`config.mk`:
```
export PLATFORM = sky130hd
export DESIGN_NAME = keypad_level_interrupt
export DESIGN_NICKNAME = d
export VERILOG_FILES = /design/src/hdl/keypad_pkg.sv /design/src/hdl/keypad_line_detect.sv /design/src/hdl/keypad_level_interrupt.sv
export SDC_FILE = /design/constraint.sdc
export NUM_CORES = 1
export LEC_CHECK = 0
export BUFFER_PORTS_ARGS = -buffer_cell sky130_fd_sc_hd__buf_4
export CAP_MARGIN = 20
export CORE_MARGIN = 2
export CORE_UTILIZATION = 55
export DETAILED_ROUTE_END_ITERATION = 12
export GPL_TIMING_DRIVEN = 0
export PLACE_DENSITY = 0.82
export REMOVE_ABC_BUFFERS = 1
export SYNTH_ARGS = -nofsm -noshare
export SYNTH_HDL_FRONTEND = slang
export SYNTH_SLANG_ARGS = --single-unit
```
`constraint.sdc`:
```
create_clock -name core_clk -period 2.1 [get_ports core_clk]
set_clock_uncertainty 0.1 [all_clocks]
set_input_delay 0.42 -clock core_clk [delete_from_list [all_inputs] [get_ports core_clk]]
set_output_delay 0.42 -clock core_clk [all_outputs]
set_load 0.005 [all_outputs]
```
`src/hdl/keypad_pkg.sv`:
```
package keypad_pkg;

    localparam int          LINE_COUNT          = 8;

    // Register addresses on the special function register port
    localparam logic [7:0]  LEVEL_SELECT_ADDR   = 8'h9C;
    localparam logic [7:0]  LINE_ENABLE_ADDR    = 8'h9D;
    localparam logic [7:0]  LINE_FLAGS_ADDR     = 8'h9E;

    // Reset values
    localparam logic [7:0]  LEVEL_SELECT_RESET  = 8'h00;
    localparam logic [7:0]  LINE_ENABLE_RESET   = 8'h00;
    localparam logic        LINE_FLAG_RESET     = 1'b0;
    localparam logic [7:0]  READ_DATA_RESET     = 8'h00;

    // Unmapped addresses read back as this value
    localparam logic [7:0]  UNMAPPED_READ_VALUE = 8'h00;

    // Level-select encoding
    localparam logic        DETECT_LOW          = 1'b0;
    localparam logic        DETECT_HIGH         = 1'b1;

endpackage

```
`src/hdl/keypad_line_detect.sv`:
```
`timescale 1ns/1ps

module keypad_line_detect
    import keypad_pkg::*;
(
    input  wire logic core_clk,
    input  wire logic rst_b,
    input  wire logic pinLevel,
    input  wire logic levelSelect,
    input  wire logic lineEnable,
    input  wire logic readClear,
    output logic      flag,
    output logic      irqTerm
);

    logic levelHit;
    logic next_flag;

    always_comb begin
        // Level compare, no edge: a held key keeps re-setting the flag
        levelHit  = (pinLevel == levelSelect);
        // Set wins over the read clear
        next_flag = (flag & ~readClear) | levelHit;
        irqTerm   = flag & lineEnable;
    end

    always_ff @(posedge core_clk) begin
        if (!rst_b) begin
            flag <= LINE_FLAG_RESET;
        end else begin
            flag <= next_flag;
        end
    end

endmodule

```
`src/hdl/keypad_level_interrupt.sv`:
```
// Function
// Programmed level on line sets its flag
// Flag requests interrupt only when line enabled
// Flag register read-only; read clears all flags
// Enable zero: plain pin, one: interrupt allowed
// Level select zero low, one high
// All three registers reset to zero
// Eight lines share one interrupt request
// Global enable gates combined keypad request
// Enabled detection wakes from idle, power-down
// Detection during read-clear keeps flag set
`timescale 1ns/1ps

module keypad_level_interrupt
    import keypad_pkg::*;
(
    input  wire logic       core_clk,
    input  wire logic       rst_b,
    input  wire logic [7:0] keypadInputPort,
    input  wire logic [7:0] sfrAddr,
    input  wire logic       sfrWrite,
    input  wire logic       sfrRead,
    input  wire logic [7:0] sfrWdata,
    output logic      [7:0] sfrRdata,
    input  wire logic       keypadGlobalIrqEnable,
    output logic            keypadIrq,
    output logic            wakeRequest
);

    logic [7:0] keypadLevelSelect;
    logic [7:0] keypadLineEnable;
    logic [7:0] keypadLineFlags;
    logic [7:0] irqTerms;
    logic [7:0] next_keypadLevelSelect;
    logic [7:0] next_keypadLineEnable;
    logic [7:0] next_sfrRdata;
    logic       readFlags;
    logic [7:0] levelMatch;

    assign readFlags  = sfrRead && (sfrAddr == LINE_FLAGS_ADDR);
    assign levelMatch = ~(keypadInputPort ^ keypadLevelSelect);

    genvar i;
    generate
        for (i = 0; i < LINE_COUNT; i++) begin : gLine
            keypad_line_detect uLine (
                .core_clk    (core_clk),
                .rst_b       (rst_b),
                .pinLevel    (keypadInputPort[i]),
                .levelSelect (keypadLevelSelect[i]),
                .lineEnable  (keypadLineEnable[i]),
                .readClear   (readFlags),
                .flag        (keypadLineFlags[i]),
                .irqTerm     (irqTerms[i])
            );
        end
    endgenerate

    // Combinational so the request drops the same cycle software masks it
    assign keypadIrq   = keypadGlobalIrqEnable & (|irqTerms);
    // Wake ignores the global enable: the core may be stopped with it off
    assign wakeRequest = |irqTerms;

    always_comb begin
        next_keypadLevelSelect = keypadLevelSelect;
        next_keypadLineEnable  = keypadLineEnable;
        next_sfrRdata          = sfrRdata;
        if (sfrWrite) begin
            case (sfrAddr)
                LEVEL_SELECT_ADDR: next_keypadLevelSelect = sfrWdata;
                LINE_ENABLE_ADDR:  next_keypadLineEnable  = sfrWdata;
                // Flag register ignores writes
                default:           ;
            endcase
        end
        if (sfrRead) begin
            case (sfrAddr)
                LEVEL_SELECT_ADDR: next_sfrRdata = keypadLevelSelect;
                LINE_ENABLE_ADDR:  next_sfrRdata = keypadLineEnable;
                LINE_FLAGS_ADDR:   next_sfrRdata = keypadLineFlags;
                default:           next_sfrRdata = UNMAPPED_READ_VALUE;
            endcase
        end
    end

    always_ff @(posedge core_clk) begin
        if (!rst_b) begin
            keypadLevelSelect <= LEVEL_SELECT_RESET;
            keypadLineEnable  <= LINE_ENABLE_RESET;
            sfrRdata          <= READ_DATA_RESET;
        end else begin
            keypadLevelSelect <= next_keypadLevelSelect;
            keypadLineEnable  <= next_keypadLineEnable;
            sfrRdata          <= next_sfrRdata;
        end
    end

    property p_flag_set;
        @(posedge core_clk) disable iff (!rst_b)
        (levelMatch != 8'h00) |=> ((keypadLineFlags & $past(levelMatch)) == $past(levelMatch));
    endproperty
    a_flag_set: assert property (p_flag_set)
        else $error("matched line flag not set");

    property p_no_spurious_set;
        @(posedge core_clk) disable iff (!rst_b)
        (readFlags && levelMatch == 8'h00) |=> (keypadLineFlags == 8'h00);
    endproperty
    a_no_spurious_set: assert property (p_no_spurious_set)
        else $error("flag set without match");

    property p_masked_no_irq;
        @(posedge core_clk) disable iff (!rst_b)
        ((keypadLineFlags & keypadLineEnable) == 8'h00) |-> (!keypadIrq && !wakeRequest);
    endproperty
    a_masked_no_irq: assert property (p_masked_no_irq)
        else $error("irq from masked flag");

    property p_read_clear;
        @(posedge core_clk) disable iff (!rst_b)
        readFlags |=> (sfrRdata == $past(keypadLineFlags))
                      && (keypadLineFlags == ($past(levelMatch) & 8'hFF));
    endproperty
    a_read_clear: assert property (p_read_clear)
        else $error("flag read or clear wrong");

    property p_write_ignored;
        @(posedge core_clk) disable iff (!rst_b)
        (sfrWrite && !sfrRead && sfrAddr == LINE_FLAGS_ADDR)
            |=> ((keypadLineFlags & $past(keypadLineFlags)) == $past(keypadLineFlags));
    endproperty
    a_write_ignored: assert property (p_write_ignored)
        else $error("write changed flags");

    property p_enable_write;
        @(posedge core_clk) disable iff (!rst_b)
        (sfrWrite && sfrAddr == LINE_ENABLE_ADDR) |=> (keypadLineEnable == $past(sfrWdata));
    endproperty
    a_enable_write: assert property (p_enable_write)
        else $error("enable write lost");

    property p_reset_values;
        @(posedge core_clk)
        !rst_b |=> (keypadLevelSelect == 8'h00 && keypadLineEnable == 8'h00
                    && keypadLineFlags == 8'h00 && !keypadIrq);
    endproperty
    a_reset_values: assert property (p_reset_values)
        else $error("reset values wrong");

    property p_shared_irq;
        @(posedge core_clk) disable iff (!rst_b)
        (keypadGlobalIrqEnable && (keypadLineFlags & keypadLineEnable) != 8'h00) |-> keypadIrq;
    endproperty
    a_shared_irq: assert property (p_shared_irq)
        else $error("enabled flag gave no irq");

    property p_global_gate;
        @(posedge core_clk) disable iff (!rst_b)
        !keypadGlobalIrqEnable |-> !keypadIrq;
    endproperty
    a_global_gate: assert property (p_global_gate)
        else $error("irq with global enable off");

    property p_wake;
        @(posedge core_clk) disable iff (!rst_b)
        ((levelMatch & keypadLineEnable) != 8'h00 && !(sfrWrite && sfrAddr == LINE_ENABLE_ADDR))
            |=> wakeRequest [*2];
    endproperty
    a_wake: assert property (p_wake)
        else $error("enabled detection did not wake");

    property p_set_wins;
        @(posedge core_clk) disable iff (!rst_b)
        (readFlags && levelMatch != 8'h00)
            |=> ((keypadLineFlags & $past(levelMatch)) == $past(levelMatch));
    endproperty
    a_set_wins: assert property (p_set_wins)
        else $error("clear beat detection");

    property p_select_write;
        @(posedge core_clk) disable iff (!rst_b)
        (sfrWrite && sfrAddr == LEVEL_SELECT_ADDR) |=> (keypadLevelSelect == $past(sfrWdata));
    endproperty
    a_select_write: assert property (p_select_write)
        else $error("level select write lost");

    property p_select_read;
        @(posedge core_clk) disable iff (!rst_b)
        (sfrRead && sfrAddr == LEVEL_SELECT_ADDR)
            |=> (sfrRdata == $past(keypadLevelSelect));
    endproperty
    a_select_read: assert property (p_select_read)
        else $error("level select read wrong");

    property p_enable_read;
        @(posedge core_clk) disable iff (!rst_b)
        (sfrRead && sfrAddr == LINE_ENABLE_ADDR)
            |=> (sfrRdata == $past(keypadLineEnable));
    endproperty
    a_enable_read: assert property (p_enable_read)
        else $error("line enable read wrong");

    // Read data must stand between reads, the core may fetch it late
    property p_rdata_stands;
        @(posedge core_clk) disable iff (!rst_b)
        !sfrRead |=> $stable(sfrRdata);
    endproperty
    a_rdata_stands: assert property (p_rdata_stands)
        else $error("read data moved without a read");

    // Sticky: only a flags read may drop a flag
    property p_flag_hold;
        @(posedge core_clk) disable iff (!rst_b)
        !readFlags
            |=> ((keypadLineFlags & $past(keypadLineFlags)) == $past(keypadLineFlags));
    endproperty
    a_flag_hold: assert property (p_flag_hold)
        else $error("flag dropped without read");

    property p_flag_only_match;
        @(posedge core_clk) disable iff (!rst_b)
        rst_b
            |=> ((keypadLineFlags & ~$past(keypadLineFlags) & ~$past(levelMatch)) == 8'h00);
    endproperty
    a_flag_only_match: assert property (p_flag_only_match)
        else $error("flag rose without its match");

    property p_wake_source;
        @(posedge core_clk) disable iff (!rst_b)
        wakeRequest |-> ((keypadLineFlags & keypadLineEnable) != 8'h00);
    endproperty
    a_wake_source: assert property (p_wake_source)
        else $error("wake without enabled flag");

    c_irq_rise:   cover property (@(posedge core_clk) disable iff (!rst_b) $rose(keypadIrq));
    c_read_clear: cover property (@(posedge core_clk) disable iff (!rst_b)
        readFlags && keypadLineFlags != 8'h00 ##1 keypadLineFlags == 8'h00);
    c_set_wins:   cover property (@(posedge core_clk) disable iff (!rst_b)
        readFlags && levelMatch != 8'h00 ##1 keypadLineFlags != 8'h00);
    c_wake:       cover property (@(posedge core_clk) disable iff (!rst_b) $rose(wakeRequest));
    c_high_level: cover property (@(posedge core_clk) disable iff (!rst_b)
                                  keypadLevelSelect != 8'h00 ##1 keypadLineFlags != 8'h00);

endmodule

```
==> qor.csv, run 1 <==
metric,value,unit
fin_area,0.00193,mm2
vias,1364,
clk_pin_slew_worst_paths,0.11,ns
antenna_cells,0,
grt_busiest_layer,met2,
max_freq,0.501,GHz
area_growth_syn_to_layout,19.6,%
slew_headroom,58.8,%
cts_buffer_depth,2,
path_class,reg -> out,
slowest_delay,0.34,ns
fin_nets,237,
hold_class,in -> reg,
min_period,2.00,ns
cts-root-buf,clkbuf_4,
antenna_found_initial,0,
synthesis.area,0.00162,mm2
syn-instance-count,175,
grt_max_degree,35,
ys_types,27,
ys_warn_count,0,
die_area,0.00339,mm2
async_flop_share,0,%
grt_pass1_vias,1300,
ios,39,
required,1.58,ns
cts_buffers,5,
critPathArrivalTime,1.48,ns
synth-main-ff-cell,dfxtp_1,
layout_common_cells,"nand2_1 (41), buf_4 (39), dfxtp_1 (32)",
die_h,58.2,um
grtUsageMet2,39.8,%
avgViaCountPerCell,5.68,
drt-pass1-iter-count,4,
fin_tns_setup,0,ns
final_hold_viol_count,0,
cts_tree,yes,
initial_core_util,58.2,%
groute.layer.met3.usage,7.37,%
p_per_area,587,mW/mm2
numPortBuffers,38,
maxCapViolations,0,
cts_htree_levels,2,
dp.cells,231,
wire_per_inst,15.7,um
drt_iter0_drc,53,
cts_sinks,32,
met1_usage,31.5,%
rows,19,
die_w,58.2,um
crit_slowest_cell,dfxtp_1,
drive_gt1_share,25.8,%
finalCritPeriodShare,95.0,%
avgSynthCellArea,9.24,um2
grt_pass1_wl,6200,um
overflow,0,
finalNonFillerCells,240,
drc,0,
placed_cell_area,0.00186,mm2
ant_nets,0,
cp-start-kind,register,
ir_drop,539,uV
routed_wl,3770,um
maxSlewViolCount,0,
ys_seq_elements,32,
grt_usage,25.0,%
synth_edf_count,0,
final_common_cell,nand2_1,
rsz0062_at_grt,false,
clk-insertion-delay-late,0.35,ns
place_congestion,0.798,
cp_max_fo,3,
cp-end-kind,output pin,
dpl.hpwl,2740,um
cp_cell_sequence,"a22o_1, a221oi_2, a31oi_1, buf_4",
status,"complete, no violations",
coreArea,0.00278,mm2
post-cts-setup-buffers,0,
setup_ws,0.104,ns
setup_viol,0,
pre_cts_slack,0.0108,ns
synth_seq_area_share,39.6,%
max_slew.worst_pin.slew,0.616,ns
p_leak,0.835,nW
==> worst max-delay path, delay by kind of cell, from the launching register on <==
kind	cells	cell delay [ns]
AO/OA/AOI/OAI	3	0.63
flip-flops	1	0.34
buffers and inverters	1	0.15
==> stage by stage <==
stage                     hold WS, ns  power [mW]  util (%)
final                           0.235        1.13      69.5
after global routing            0.243        1.18      69.5
after CTS                       0.235        1.13      69.3
after detailed placement        0.347       0.767      66.8
after global placement          0.336       0.761      66.8
after floorplan                 0.342       0.690         -
==> logic make-up (layout without fill, tap and decap cells) <==
group / count (synthesis) / in the layout / share of synthesized area, %
and+or+nand+nor: 59 / 59 / 20.3
DFF: 32 / 32 / 39.6
AOI/OAI and AO/OA: 29 / 29 / 13.5
muxes: 24 / 24 / 14.8
buffers and inverters: 23 / 57 / 7.42
xor gates and xnor gates: 8 / 8 / 4.33
==> synthesized netlist by cell type (2+ instances only) <==
cell | n | area [um2]
nand2_1 | 41 | 154
or2_0 | 8 | 50.1
mux2i_1 | 24 | 240
o21a_1 | 8 | 60.1
buf_2 | 6 | 30.0
a22oi_1 | 2 | 15.0
buf_6 | 2 | 22.5
a32oi_1 | 8 | 70.1
nor2b_1 | 2 | 12.5
a31oi_1 | 9 | 56.3
buf_4 | 3 | 22.5
dfxtp_1 | 32 | 641
xnor2_1 | 8 | 70.1
inv_1 | 9 | 33.8
==> sequential cells by signal, indices dropped and copies added, names as in the netlist <==
register and cells:
keypadLevelSelect 8, keypadLineEnable 8, sfrRdata 8, gLine.uLine.flag 8
==> repair_timing <==
| item | in CTS | in global routing |
|---|---|---|
| hold buffers | 0 | 0 |
| endpoints found under the setup margin | 2 | 0 |
| gates resized for setup | 1 | 0 |
==> final cells by class <==
type | instances | area (um2)
well taps | 31 | 38.8
repair buffers | 39 | 293
fillers | 215 | 847
flip-flops and latches | 32 | 641
clock inverters | 2 | 10.0
inverters | 10 | 37.5
multi-input cells | 120 | 863
clock buffers | 6 | 51.3
==> report_power, final <==
| group | internal [mW] | switching (mW) | leakage (nW) |
|---|---|---|---|
| Combinational | 0.0653 | 0.0624 | 0.537 |
| Clock | 0.159 | 0.220 | 0.0380 |
| Sequential | 0.618 | 0.00998 | 0.260 |
| Total | 0.843 | 0.292 | 0.835 |
==> per-layer routing <==
| metal | wire length (um) | vias to the layer above |
|---|---|---|
| met2 | 1920 | 53 |
| met5 | 0 | - |
| met1 | 1540 | 638 |
| met4 | 46 | 0 |
| li1 | - | 666 |
| met3 | 259 | 7 |
==> final timing paths <==
path                  startpoint  cells after the start  slack [ns]                  end
max          gLine[4].uLine.flag                      4        0.10            keypadIrq
min reg2reg          sfrRdata[1]                      2        0.36          sfrRdata[1]
max reg2reg  keypadLineEnable[2]                      3        0.96          sfrRdata[2]
min                  sfrWdata[0]                      3        0.23  keypadLineEnable[0]
Note: power is estimated with default switching activity, not from simulation.
==> run 2: changes to the inputs <==
--- a/config.mk
+++ b/config.mk
@@ -15,4 +15,5 @@
 export REMOVE_ABC_BUFFERS = 1
 export SYNTH_ARGS = -nofsm -noshare
 export SYNTH_HDL_FRONTEND = slang
+export SYNTH_HIERARCHICAL = 1
 export SYNTH_SLANG_ARGS = --single-unit
==> qor.csv, run 2 <==
metric,value,unit
fillers,228,
crit_slowest_cell,dfxtp_1,
ios,39,
overflow,0,
area_growth_syn_to_layout,21.4,%
fin_nets,233,
ys_warn_count,6,
rsz0062_at_grt,false,
critical_path.endpoint,keypadIrq,
drc,0,
grt_pass1_wl,5780,um
vias,1309,
cts-root-buf,clkbuf_4,
rows,19,
required,1.58,ns
numPortBuffers,38,
post-route-util,69.5,%
pre_cts_slack,0.107,ns
grt_max_degree,35,
final_hold_viol_count,0,
synth_edf_count,0,
cp-end-kind,output pin,
hold_class,in -> reg,
maxCapViolations,0,
ff2ff_path_depth,3,
synth-main-ff-cell,dfxtp_1,
drt_iter0_drc,30,
routed_wl,3590,um
ir_drop,611,uV
grt_pass1_vias,1304,
drive_gt1_share,25.4,%
ys_seq_elements,32,
avgSynthCellArea,9.24,um2
layout_common_cells,"nand2_1 (42), buf_4 (38), dfxtp_1 (32)",
setup_viol,0,
fin_area,0.00188,mm2
initial_core_util,57.3,%
p_leak,0.851,nW
synth_top_area_cell,dfxtp_1,
clk_pin_slew_worst_paths,0.10,ns
cts_tree,yes,
cp_cell_sequence,"and2_1, nor4_2, nand2_1, and2_1, buf_4",
cpLargestDelayFamily,simple AND/OR/NAND/NOR gates,
clk-insertion-delay-late,0.34,ns
path_buf_inv,1,
dpl.hpwl,2540,um
crit_top_cell,and2_1,
yosysMostFrequentCell,nand2_1,
cp_max_fo,3,
max_slew.worst_pin.slew,0.686,ns
antenna_cells,0,
final_common_cell,nand2_1,
synthTopCellsByCount,"nand2_1 (42), dfxtp_1 (32), mux2i_1 (24)",
cts_buffers,5,
antenna_found_initial,0,
cts.hold.buffers_added,0,
max_freq,0.488,GHz
die_h,57.1,um
cp-start-kind,register,
die_w,57.1,um
path_class,reg -> out,
post-cts-setup-buffers,0,
maxSlewViolCount,0,
crit_cells,5,
cts_buffer_depth,2,
grt_usage,23.2,%
coreArea,0.00271,mm2
slew_headroom,54.1,%
finalCritPeriodShare,97.7,%
ys_top_cells_by_area,"dfxtp_1 (41%), mux2i_1 (15%), nand2_1 (10%), a32oi_1 (4.5%), xor2_1 (4.5%)",
wire_per_inst,15.2,um
synth.top_cell.area_share,41.3,%
fin_tns_setup,0,ns
setup_ws,0.0488,ns
r2r_end,sfrRdata[0],
place_congestion,0.718,
slowest_delay,0.34,ns
cts_sinks,32,
async_flop_share,0,%
ant_nets,0,
r2r_start,keypadLevelSelect[0],
r2r_slack,1.01,ns
ys_types,23,
p_per_area,589,mW/mm2
die_area,0.00326,mm2
startpoint,keypadLineEnable[1],
syn-instance-count,168,
drt-pass1-iter-count,4,
avgViaCountPerCell,5.55,
status,"complete, no violations",
min_period,2.05,ns
synth_seq_area_share,41.3,%
cts_htree_levels,2,
critPathArrivalTime,1.53,ns
synthesis.area,0.00155,mm2
p_total,1.11,mW
placed_cell_area,0.00182,mm2
run 2: what timing repair did:
action,CTS,global route
gates resized for setup,1,0
setup endpoints to repair,1,1
pin swaps,0,1
cloned,0,0
run 2: worst min-delay path by stage:
stage | from | endpoint | cells past startpoint
finish | sfrWdata[0] | keypadLevelSelect[0] | 3
floorplan | sfrRdata[0] | sfrRdata[0] | 2
CTS | sfrWdata[0] | keypadLevelSelect[0] | 3
detailed placement | sfrRdata[4] | sfrRdata[4] | 2
global route | sfrRead | sfrRdata[6] | 2
global placement | sfrRdata[4] | sfrRdata[4] | 2
run 2: cell families after synthesis:
group / Yosys count / share of synthesized area (%)
xor gates and xnor gates: 8 / 4.51
AOI/OAI and AO/OA: 16 / 8.38
buffers and inverters: 9 / 3.87
muxes: 24 / 15.5
and+or+nand+nor: 79 / 26.5
DFF: 32 / 41.3
run 2: power by group:
group / switching (mW) / internal (mW) / total [mW] / leakage [nW]
Sequential: 0.00851 / 0.618 / 0.627 / 0.260
Clock: 0.214 / 0.159 / 0.373 / 0.0380
Combinational: 0.0513 / 0.0584 / 0.110 / 0.553
run 2: area by class of cell:
class | count | area (um2) | area share, %
repair buffers | 38 | 285 | 15.1
multi-input cells | 127 | 858 | 45.6
clock buffers | 6 | 51.3 | 2.72
clock inverters | 2 | 10.0 | 0.531
well taps | 31 | 38.8 | 2.06
flip-flops and latches | 32 | 641 | 34.0
run 2: layer usage:
metal / vias to the layer above / global-route usage, % / wire [um]
met4: 0 / 6.98 / 42
met5: - / 0 / 0
met3: 6 / 7.48 / 240
met2: 42 / 41.4 / 1850
li1: 642 / - / -
met1: 619 / 26.3 / 1460
run 2: stage by stage:
step | hold WS [ns] | instances
2_1_floorplan | 0.342 | 159
3_3_place_gp | 0.335 | 228
3_5_place_dp | 0.347 | 228
4_1_cts | 0.244 | 236
5_1_grt | 0.256 | 236
6_report | 0.245 | 236
run 2: worst reg2reg max path, cell delays in order (launching register included):
cell,delay [ns]
dfxtp_1,0.38
mux2i_1,0.08
or2_2,0.27
a32oi_1,0.19
==> run 3: changes to the inputs <==
--- a/config.mk
+++ b/config.mk
@@ -7,12 +7,12 @@
 export LEC_CHECK = 0
 export BUFFER_PORTS_ARGS = -buffer_cell sky130_fd_sc_hd__buf_4
 export CAP_MARGIN = 20
-export CORE_MARGIN = 2
 export CORE_UTILIZATION = 55
 export DETAILED_ROUTE_END_ITERATION = 12
 export GPL_TIMING_DRIVEN = 0
-export PLACE_DENSITY = 0.82
+export PLACE_DENSITY_LB_ADDON = 0.12
 export REMOVE_ABC_BUFFERS = 1
+export SLEW_MARGIN = 20
 export SYNTH_ARGS = -nofsm -noshare
 export SYNTH_HDL_FRONTEND = slang
 export SYNTH_HIERARCHICAL = 1
==> qor.csv, run 3 (synthesis gave the netlist of run 2 again) <==
metric,value,unit
status,"complete, no violations",
grt_pass1_wl,5380,um
die_area,0.00304,mm2
pre_cts_slack,0.127,ns
area_growth_syn_to_layout,22.2,%
critPathArrivalTime,1.48,ns
hold_ws,0.256,ns
fin_tns_setup,0,ns
maxSlewViolCount,0,
final_hold_viol_count,0,
cp_max_fo,3,
avgViaCountPerCell,5.58,
antenna_found_initial,0,
ant_nets,0,
place_congestion,0.822,
wire_per_inst,15.0,um
cp-start-kind,register,
cts_htree_levels,2,
fin_nets,233,
fillers,198,
initial_core_util,60.5,%
finalNonFillerCells,235,
p_per_area,582,mW/mm2
clk_pin_slew_worst_paths,0.10,ns
ir_drop,613,uV
drt_iter0_drc,28,
die_w,55.1,um
p_leak,0.856,nW
grt_max_degree,35,
slew_headroom,53.4,%
ios,39,
drt-pass1-iter-count,4,
max_slew.worst_pin.slew,0.697,ns
min_period,2.00,ns
cp-end-kind,output pin,
cts_buffers,5,
setup_ws,0.101,ns
overflow,0,
routed_wl,3510,um
antenna_cells,0,
dpl.hpwl,2370,um
cts_sinks,32,
die_h,55.1,um
finalCritPeriodShare,95.2,%
drc,0,
vias,1311,
cts.hold.buffers_added,0,
p_total,1.10,mW
final_common_cell,nand2_1,
cts-root-buf,clkbuf_4,
numPortBuffers,38,
coreArea,0.00257,mm2
multi_input_area,872,um2
dp.cells,227,
cts_buffer_depth,2,
grt_usage,26.3,%
maxCapViolations,0,
whs_path_depth,3,
post-cts-setup-buffers,0,
cts_tree,yes,
hold_class,in -> reg,
regArea,644,um2
ff2ff_path_depth,3,
max_freq,0.500,GHz
rows,18,
grt_pass1_vias,1187,
drive_gt1_share,26.8,%
clk-insertion-delay-late,0.33,ns
rsz0062_at_grt,false,
layout_common_cells,"nand2_1 (42), buf_4 (38), dfxtp_1 (29)",
path_class,reg -> out,
required,1.58,ns
setup_viol,0,
## run 3: changes by cell type in the layout (fill, tap and decap cells not counted), sizes merged
cell,previous run,this run
clkbuf,6,8
clkinv,2,0
## run 3: worst max-delay path: stages, from the launching register on
cell	delay [ns]
dfxtp_2	0.34
and2_4	0.16
nor4_4	0.29
nand2_1	0.10
and2_1	0.15
buf_4	0.13
## run 3: repair_timing
action / 4_1_cts / 5_1_grt
endpoints found under the hold margin: 0 / 0
gates cloned: 0 / 0
endpoints found under the setup margin: 1 / 1
pin swaps: 0 / 3
gates resized for setup: 1 / 6
## run 3: worst paths after layout
| kind | start | to | slack, ns |
|---|---|---|---|
| hold / removal | sfrWdata[7] | keypadLevelSelect[7] | 0.26 |
| setup reg to reg | keypadLevelSelect[0] | sfrRdata[0] | 1.02 |
| hold reg to reg | sfrRdata[5] | sfrRdata[5] | 0.36 |
| setup / recovery | keypadLineEnable[1] | keypadIrq | 0.10 |
## run 3: metrics by stage
step	util, %	area (um2)
floorplan	-	1490
global placement	70.7	1820
detailed placement	70.7	1820
CTS	73.2	1880
global route	73.9	1900
finish	73.9	1900
## run 3: final cells by class
type / count / share of cell area, %
Multi-Input combinational cell: 127 / 45.9
Sequential cell: 32 / 33.9
Timing Repair Buffer: 38 / 15.0
Clock buffer: 8 / 3.10
Tap cell: 30 / 1.98
## run 3: power breakdown
group	switching, mW	total (mW)	internal [mW]	leakage (nW)
registers	0.00834	0.627	0.618	0.262
logic	0.0516	0.110	0.0584	0.562
clock network	0.203	0.368	0.165	0.0326
total	0.262	1.10	0.842	0.856
## run 3: metal layers
layer / routed length (um) / global-route usage [%]
met4: 50 / 9.17
met3: 232 / 9.02
met5: 0 / 0
met1: 1480 / 30.3
met2: 1750 / 45.0
